## config.mk

```make
export PLATFORM = sky130hd
export DESIGN_NAME = user_break_b
export DESIGN_NICKNAME = d
export VERILOG_FILES = /design/src/ubc_b_pkg.sv /design/src/chan_b_compare.sv /design/src/user_break_b.sv
export SDC_FILE = /design/constraint.sdc
export NUM_CORES = 1
export LEC_CHECK = 0
export BUFFER_PORTS_ARGS = -buffer_cell sky130_fd_sc_hd__clkbuf_2
export CAP_MARGIN = 20
export CELL_PAD_IN_SITES_DETAIL_PLACEMENT = 1
export CELL_PAD_IN_SITES_GLOBAL_PLACEMENT = 1
export CORE_MARGIN = 2
export CORE_UTILIZATION = 45
export CTS_BUF_LIST = sky130_fd_sc_hd__clkbuf_16
export DETAILED_ROUTE_END_ITERATION = 8
export MAX_ROUTING_LAYER = met4
export PLACE_DENSITY_LB_ADDON = 0.1
export REMOVE_ABC_BUFFERS = 1
export SYNTH_ARGS = -nofsm -noshare
export SYNTH_HDL_FRONTEND = slang
export SYNTH_HIERARCHICAL = 1
export SYNTH_SLANG_ARGS = --single-unit
export TNS_END_PERCENT = 1
```

## constraint.sdc

```tcl
create_clock -name clk -period 5.2 [get_ports clk]
set_clock_uncertainty 0.15 [all_clocks]
set_input_delay 0.26 -clock clk [delete_from_list [all_inputs] [get_ports clk]]
set_output_delay 0.26 -clock clk [all_outputs]
set_load 0.005 [all_outputs]
```

## src/ubc_b_pkg.sv

```systemverilog
package ubc_b_pkg;
    // Register offsets on the plain register port.
    localparam logic [7:0] OFS_DATA_VALUE = 8'h00;
    localparam logic [7:0] OFS_DATA_MASK = 8'h04;
    localparam logic [7:0] OFS_CYCLE_SEL = 8'h08;
    localparam logic [7:0] OFS_CONTROL = 8'h0c;
    localparam logic [7:0] OFS_INT_STATUS = 8'h10;
    localparam logic [7:0] OFS_INT_ENABLE = 8'h14;
    localparam logic [7:0] OFS_INT_CLEAR = 8'h18;

    // Values after reset.
    localparam logic [31:0] RST_WORD = 32'h0000_0000;
    localparam logic [7:0] RST_CYCLE = 8'h00;
    localparam logic [3:0] RST_FLAGS = 4'h0;
    localparam logic [2:0] RST_INT = 3'h0;

    // Writable setting bits of the control register, match flags excluded.
    localparam logic [31:0] CTRL_WR_MASK = 32'h0030_0cc9;

    // Control register bit positions.
    localparam int CTRL_IGN_A = 21;
    localparam int CTRL_IGN_B = 20;
    localparam int CTRL_FLAG_LO = 12;
    localparam int CTRL_TRACE = 11;
    localparam int CTRL_AFTER_A = 10;
    localparam int CTRL_DBE = 7;
    localparam int CTRL_AFTER_B = 6;
    localparam int CTRL_SEQ = 3;
    localparam int CTRL_COUNT_BREAK_ENABLE = 0;

    // Match flag positions inside the four-bit flag group (bits 15 to 12).
    localparam int FLAG_CPU_A = 3;
    localparam int FLAG_CPU_B = 2;
    localparam int FLAG_DMA_A = 1;
    localparam int FLAG_DMA_B = 0;

    // Cycle select field positions (low bit of each two-bit field).
    localparam int SEL_MASTER = 6;
    localparam int SEL_KIND = 4;
    localparam int SEL_DIR = 2;
    localparam int SEL_SIZE = 0;

    // Operand size codes, shared by the register field and the bus.
    localparam logic [1:0] SIZE_ANY = 2'h0;
    localparam logic [1:0] SIZE_BYTE = 2'h1;
    localparam logic [1:0] SIZE_WORD = 2'h2;
    localparam logic [1:0] SIZE_LONG = 2'h3;

    // Interrupt status bits.
    localparam int INT_BREAK = 0;
    localparam int INT_HIT_A = 1;
    localparam int INT_HIT_B = 2;

    typedef enum logic [1:0] {
        CHAIN_IDLE = 2'b01,
        CHAIN_ARMED = 2'b10
    } chain_state_t;
endpackage

```

## src/chan_b_compare.sv

```systemverilog
module chan_b_compare
    import ubc_b_pkg::*;
(
    input wire logic clk,
    input wire logic rstn,
    input wire logic ce,
    input wire logic [7:0] cycle_sel,
    input wire logic [31:0] data_value,
    input wire logic [31:0] data_mask,
    input wire logic data_compare_enable_b,
    input wire logic space_id_ignore_b,
    input wire logic bus_valid,
    input wire logic bus_is_dma,
    input wire logic bus_is_fetch,
    input wire logic bus_is_write,
    input wire logic [1:0] bus_size,
    input wire logic [31:0] bus_data,
    input wire logic addr_match_b,
    input wire logic address_space_id_match_b,
    output logic hit_cpu,
    output logic hit_dma
);
    // A two-bit select that allows the first option, the second, or both.
    function automatic logic either_ok(input logic [1:0] sel, input logic opt0, input logic opt1);
        either_ok = (sel[0] & opt0) | (sel[1] & opt1);
    endfunction

    logic [3:0] lane_ok;
    logic master_ok, kind_ok, dir_ok, size_ok, data_ok, cond;

    // Per-lane masked data compare; a mask bit of 1 drops that bit.
    genvar i;
    generate
        for (i = 0; i < 4; i++) begin : g_lane
            assign lane_ok[i] = &(data_mask[8*i +: 8] | ~(data_value[8*i +: 8] ^ bus_data[8*i +: 8]));
        end
    endgenerate

    // Byte and word cycles carry data on the low half only.
    always_comb begin
        if (bus_size == SIZE_BYTE || bus_size == SIZE_WORD) begin
            data_ok = lane_ok[0] & lane_ok[1];
        end else begin
            data_ok = &lane_ok;
        end
    end

    assign master_ok = cycle_sel[SEL_MASTER] ? !bus_is_dma : (cycle_sel[SEL_MASTER+1] & bus_is_dma);
    assign kind_ok = either_ok(cycle_sel[SEL_KIND +: 2], bus_is_fetch, !bus_is_fetch);
    assign dir_ok = either_ok(cycle_sel[SEL_DIR +: 2], !bus_is_write, bus_is_write);
    assign size_ok = (cycle_sel[SEL_SIZE +: 2] == SIZE_ANY) || (cycle_sel[SEL_SIZE +: 2] == bus_size);
    assign cond = bus_valid & master_ok & kind_ok & dir_ok & size_ok & addr_match_b
                & (space_id_ignore_b | address_space_id_match_b) & (!data_compare_enable_b | data_ok);

    // The hit is registered so that it lines up with the channel A result.
    always_ff @(posedge clk) begin
        if (!rstn) begin
            hit_cpu <= 1'b0;
            hit_dma <= 1'b0;
        end else if (ce) begin
            hit_cpu <= cond & !bus_is_dma;
            hit_dma <= cond & bus_is_dma;
        end
    end
endmodule

```

## src/user_break_b.sv

```systemverilog
// Overview of operation
// - Data value register, 32 bits, reset zero.
// - Mask bit 1 drops that data bit.
// - Cycle select: 16 bits, upper byte zero.
// - Master field: off, CPU, or DMA.
// - Kind field: off, fetch, data, either.
// - Direction field: off, read, write, either.
// - Size field: any, byte, word, long.
// - Control resets zero; bits 31-22 read zero.
// - Bit 21 skips channel A identifier check.
// - Bit 20 skips channel B identifier check.
// - Bit 3 picks independent or chained channels.
// - Control holds match flags and settings.
// - Match flags stick until written zero.
// - Chained: A first, then B breaks.
// - Count mode: decrement, break at one.
// - Bit 7 adds masked data compare.
//
// Added by the designer: the register addresses and strobed register access.
module user_break_b
    import ubc_b_pkg::*;
(
    input wire logic clk,
    input wire logic rstn,
    input wire logic ce,
    input wire logic [7:0] reg_addr,
    input wire logic [31:0] reg_wdata,
    input wire logic reg_wr,
    input wire logic reg_rd,
    output logic [31:0] reg_rdata,
    input wire logic bus_valid,
    input wire logic bus_is_dma,
    input wire logic bus_is_fetch,
    input wire logic bus_is_write,
    input wire logic [1:0] bus_size,
    input wire logic [31:0] bus_data,
    input wire logic addr_match_b,
    input wire logic address_space_id_match_b,
    input wire logic hit_cpu_a,
    input wire logic hit_dma_a,
    input wire logic count_is_one,
    output logic count_decrement,
    output logic break_req,
    output logic space_id_ignore_a,
    output logic space_id_ignore_b,
    output logic branch_trace_enable,
    output logic fetch_break_after_a,
    output logic fetch_break_after_b,
    output logic irq
);
    logic [31:0] data_value, data_mask, settings;
    logic [7:0] cycle_sel;
    logic [3:0] flags, flag_set;
    logic [2:0] int_status, int_enable, int_set;
    logic a_cpu, a_dma, b_cpu, b_dma, hit_a, hit_b;
    logic seq, count_break_enable, a_go, b_go, b_fire, brk_event;
    logic wr_ctrl, next_break;
    chain_state_t chain_state;

    // Channel B comparator on the current bus cycle.
    chan_b_compare u_cmp (
        .clk(clk),
        .rstn(rstn),
        .ce(ce),
        .cycle_sel(cycle_sel),
        .data_value(data_value),
        .data_mask(data_mask),
        .data_compare_enable_b(settings[CTRL_DBE]),
        .space_id_ignore_b(settings[CTRL_IGN_B]),
        .bus_valid(bus_valid),
        .bus_is_dma(bus_is_dma),
        .bus_is_fetch(bus_is_fetch),
        .bus_is_write(bus_is_write),
        .bus_size(bus_size),
        .bus_data(bus_data),
        .addr_match_b(addr_match_b),
        .address_space_id_match_b(address_space_id_match_b),
        .hit_cpu(b_cpu),
        .hit_dma(b_dma)
    );

    // Channel A results are delayed one cycle to meet channel B's.
    always_ff @(posedge clk) begin
        if (!rstn) begin
            a_cpu <= 1'b0;
            a_dma <= 1'b0;
        end else if (ce) begin
            a_cpu <= hit_cpu_a;
            a_dma <= hit_dma_a;
        end
    end

    assign hit_a = a_cpu | a_dma;
    assign hit_b = b_cpu | b_dma;
    assign seq = settings[CTRL_SEQ];
    assign count_break_enable = settings[CTRL_COUNT_BREAK_ENABLE];
    assign wr_ctrl = reg_wr && reg_addr == OFS_CONTROL;

    // Data value and mask registers.
    always_ff @(posedge clk) begin
        if (!rstn) begin
            data_value <= RST_WORD;
            data_mask <= RST_WORD;
        end else if (ce && reg_wr) begin
            if (reg_addr == OFS_DATA_VALUE) begin
                data_value <= reg_wdata;
            end
            if (reg_addr == OFS_DATA_MASK) begin
                data_mask <= reg_wdata;
            end
        end
    end

    // Cycle select keeps only its low byte; the upper byte has no storage.
    always_ff @(posedge clk) begin
        if (!rstn) begin
            cycle_sel <= RST_CYCLE;
        end else if (ce && reg_wr && reg_addr == OFS_CYCLE_SEL) begin
            cycle_sel <= reg_wdata[7:0];
        end
    end

    // Control settings; reserved bits never get stored.
    always_ff @(posedge clk) begin
        if (!rstn) begin
            settings <= RST_WORD;
        end else if (ce && wr_ctrl) begin
            settings <= reg_wdata & CTRL_WR_MASK;
        end
    end

    assign space_id_ignore_a = settings[CTRL_IGN_A];
    assign space_id_ignore_b = settings[CTRL_IGN_B];
    assign branch_trace_enable = settings[CTRL_TRACE];
    assign fetch_break_after_a = settings[CTRL_AFTER_A];
    assign fetch_break_after_b = settings[CTRL_AFTER_B];

    // Match flags: a hit in the cycle of a clearing write still sets.
    assign flag_set = {a_cpu, b_cpu, a_dma, b_dma};
    always_ff @(posedge clk) begin
        if (!rstn) begin
            flags <= RST_FLAGS;
        end else if (ce) begin
            if (wr_ctrl) begin
                flags <= (flags & reg_wdata[CTRL_FLAG_LO +: 4]) | flag_set;
            end else begin
                flags <= flags | flag_set;
            end
        end
    end

    assign a_go = hit_a & !seq;
    assign b_go = hit_b & (!seq || chain_state == CHAIN_ARMED);
    assign b_fire = b_go & (!count_break_enable | count_is_one);
    assign brk_event = a_go | b_fire;
    assign next_break = brk_event;

    // Chain sequencer: armed by channel A, released by the channel B break.
    always_ff @(posedge clk) begin
        if (!rstn) begin
            chain_state <= CHAIN_IDLE;
        end else if (ce) begin
            unique case (chain_state)
                CHAIN_IDLE: begin
                    if (seq && hit_a) begin
                        chain_state <= CHAIN_ARMED;
                    end
                end
                CHAIN_ARMED: begin
                    if (!seq || b_fire) begin
                        chain_state <= CHAIN_IDLE;
                    end
                end
                default: begin
                    chain_state <= CHAIN_IDLE;
                end
            endcase
        end
    end

    // Break request and count step, one-cycle pulses.
    always_ff @(posedge clk) begin
        if (!rstn) begin
            break_req <= 1'b0;
            count_decrement <= 1'b0;
        end else if (ce) begin
            break_req <= next_break;
            count_decrement <= b_go & count_break_enable & !count_is_one;
        end
    end

    // Interrupt status: sticky, write-one clear, a new event wins.
    assign int_set = {hit_b, hit_a, brk_event};
    always_ff @(posedge clk) begin
        if (!rstn) begin
            int_status <= RST_INT;
            int_enable <= RST_INT;
        end else if (ce) begin
            if (reg_wr && reg_addr == OFS_INT_CLEAR) begin
                int_status <= (int_status & ~reg_wdata[2:0]) | int_set;
            end else begin
                int_status <= int_status | int_set;
            end
            if (reg_wr && reg_addr == OFS_INT_ENABLE) begin
                int_enable <= reg_wdata[2:0];
            end
        end
    end

    assign irq = |(int_status & int_enable);

    // Read data stand in the cycle after the read strobe only.
    always_ff @(posedge clk) begin
        if (!rstn) begin
            reg_rdata <= RST_WORD;
        end else if (ce) begin
            reg_rdata <= RST_WORD;
            if (reg_rd) begin
                unique case (reg_addr)
                    OFS_DATA_VALUE: reg_rdata <= data_value;
                    OFS_DATA_MASK: reg_rdata <= data_mask;
                    OFS_CYCLE_SEL: reg_rdata <= {24'h00_0000, cycle_sel};
                    OFS_CONTROL: reg_rdata <= settings | {16'h0000, flags, 12'h000};
                    OFS_INT_STATUS: reg_rdata <= {29'h0000_0000, int_status};
                    OFS_INT_ENABLE: reg_rdata <= {29'h0000_0000, int_enable};
                    default: reg_rdata <= RST_WORD;
                endcase
            end
        end
    end
endmodule

```

==> impl_metrics.py <==
metrics = {
    "synthesis": {
        "synth_edf_count": 0,
        "syn-cell-area_mm2": 0.00602,
        "synth-main-ff-cell": "dfxtp_1",
        "ys_warn_count": 6,
        "ys_types": 56,
        "avgSynthCellArea_um2": 9.52,
        "ys_ff_latch": 130,
        "async_reset_ff_share_pct": 0,
        "synth_cells": 633,
        "synth.yosys.seq_area_share_pct": 43.2,
    },
    "timing": {
        "finalMaxSlewViolations": 0,
        "tns_ns": 0,
        "post-route-worst-setup-slack_ns": 2.57,
        "hold_slack_ns": 0.0319,
        "slew-limit-headroom_pct": 30.0,
        "rsz0062_at_grt": "false",
        "hold_viol_final": 0,
        "finalCritPeriodShare_pct": 50.6,
        "tightestPinTransition_ns": 1.05,
        "fmax_mhz": 380,
        "period_minus_slack_ns": 2.63,
        "setup-violations-final": 0,
    },
    "layout": {
        "nNetsFinal": 869,
        "area_growth_pct": 25.7,
        "multiInputGateArea_mm2": 0.00319,
        "drive_gt1_share_pct": 21.9,
        "regArea_mm2": 0.00260,
        "fill_cells": 1545,
    },
    "job": {
        "max-cap-violations": 0,
    },
    "die": {
        "rows": 42,
        "die_height_um": 120,
        "core_mm2": 0.0131,
        "die_w_um": 120,
        "start_util_pct": 45.8,
        "io_pins": 128,
        "fp.dieArea_mm2": 0.0143,
    },
    "setup_path": {
        "cp.arrival_ns": 2.82,
        "cp_max_fo": 23,
        "critPathKind": "input port to flip-flop",
        "reg2reg_slack_ns": 3.18,
        "rr_endpoint": "u_cmp/hit_cpu",
        "r2r_start": "cycle_sel[1]",
        "cp.required_ns": 5.39,
        "cp-end-kind": "flip-flop",
        "crit_path_start_kind": "input port",
        "rr_worst_depth": 5,
    },
    "clock_network": {
        "cts_sinks": 130,
        "cts_setup_buffers": 0,
        "root_buffer": "clkbuf_16",
        "numCtsBuffers": 17,
        "htree_levels": 4,
        "clkLatencyLatePin_ns": 0.43,
        "cts_hold_buffers": 33,
        "cts_resized": 0,
        "cts_tree": "yes",
        "clk_pin_slew_ns": 0.05,
        "cts_buffer_depth": 2,
    },
    "global_routing": {
        "antenna_found_initial": 1,
        "grt-ovfl-total": 0,
        "track_usage_pct": 27.8,
        "grt_max_degree": 77,
        "grt_pass1_vias": 5788,
        "grt_pass1_wl_um": 29700,
    },
    "hold_path": {
        "hold_path_end": "data_value[0]",
        "hold_class": "input port to flip-flop",
        "holdCritStartpoint": "reg_wdata[0]",
        "min_path_cells": 3,
    },
    "drt": {
        "viasPerCell": 5.43,
        "wl_per_cell_um": 19.2,
        "firstDrtPassIters": 4,
        "vias": 5275,
        "ant_nets": 0,
        "wl_um": 18700,
        "drt_iter0_markers": 290,
        "drc_errors": 0,
    },
    "placed_design": {
        "place_ws_ns": 2.10,
        "port_buffers": 127,
        "place_congestion": 0.831,
        "dp.final_hpwl_um": 12800,
    },
    "power": {
        "powerDensity_mw_per_mm2": 286,
        "p_leak_nw": 2.86,
        "peakVddDrop_mv": 0.210,
        "power_mw": 2.17,
    },
    "outcome": {
        "outcome": "completed",
    },
}
## cell usage after synthesis, drive strengths merged, types with 2 or more instances
master     n  area (µm²)
mux2i     70         701
nor4       7        88.8
inv        5        18.8
nor2b     64         400
nor4b      2        32.5
nand2    101         387
o2bb2ai    4        35.0
nand3      4        20.0
and4       2        17.5
a32oi      2        17.5
a21oi      6        30.0
nor3       2        10.0
o21a       2        15.0
a32o       3        30.0
mux4       4        90.1
or2        2        12.5
a21boi    39         293
and3       3        18.8
o21ai     36         180
nand4      4        25.0
and2       2        12.5
dfxtp    130        2600
clkbuf    22        85.1
nor2       6        22.5
o22ai     17         106
a22oi     16         120
buf       17         128
nand2b     5        31.3
a2bb2oi    8        70.1
xnor2     32         280
## routing by layer
layer	vias up	share of wire, %	track usage (%)
li1	2523	-	-
met1	2574	41	31.2
met2	140	51	48.0
met3	38	4.3	5.32
met4	0	2.8	12.6
met5	-	0	-
## critical path, cell delays in order
cell and delay (ns):
clkbuf_2 0.46, nor4_4 0.48, buf_4 0.32, and3_1 0.66, buf_4 0.37, nand2_1 0.08, a21boi_0 0.17
## kinds of logic after synthesis
family                    share of synthesized area (%)
muxes                                              13.1
buffers and inverters                              3.84
AOI/OAI and AO/OA                                  16.4
and+or+nand+nor                                    18.6
xor gates and xnor gates                           4.80
DFF                                                43.2
## layout make-up
type | instances | share of cell area, %
multi-input combinational | 459 | 42.2
timing repair buffer | 168 | 13.8
clock inverter | 15 | 0.843
sequential | 130 | 34.4
tap | 176 | 2.91
antenna | 1 | 0.0330
clock buffer | 17 | 5.62
inverter | 5 | 0.248
## cells in the final DEF, fill, tap and decap left out, drive strengths merged, types with 3 or more instances in the layout
cell type      n
dfxtp        130
o2bb2ai        4
clkbuf       144
a21boi        39
inv           11
and3           3
nand2b         5
a22oi         16
xnor2         32
mux2i         70
buf            8
nand3          4
nand4          4
a32o           3
nor2b         64
clkinv         8
mux4           4
o21ai         36
dlygate4sd3   33
nor2           6
a2bb2oi        8
nor4           7
o22ai         17
nand2        101
a21oi          6
## worst max-delay path by stage
stage	cells after the start	endpoint	slack [ns]	start
floorplan	4	data_mask[0]	2.48	reg_addr[1]
finish	7	data_value[3]	2.57	reg_addr[3]
global route	7	data_value[3]	2.41	reg_addr[3]
detailed placement	7	data_value[3]	2.10	reg_addr[3]
global placement	7	data_value[25]	2.26	reg_addr[3]
CTS	7	data_value[3]	2.56	reg_addr[3]
## flip-flops by register name (all words and copies together), names as in the netlist, 2 cells and up
signal       count
cycle_sel        8
settings         8
flags            4
data_value      32
reg_rdata       32
data_mask       32
chain_state      2
int_enable       3
int_status       3
## power by group
group / internal, mW / leakage, nW / switching (mW)
clock network: 0.584 / 0.261 / 0.421
logic: 0.0773 / 1.55 / 0.0803
registers: 1.00 / 1.05 / 0.00286
## through the flow
step / std cells / utilization [%] / instance area [µm²]
6_report: 971 / 57.6 / 7570
5_1_grt: 971 / 57.6 / 7570
4_1_cts: 970 / 57.6 / 7570
3_5_place_dp: 905 / 51.4 / 6750
3_3_place_gp: 904 / 51.2 / 6720
2_1_floorplan: 594 / - / 5810
No activity file was read; power rests on OpenSTA's default activity.
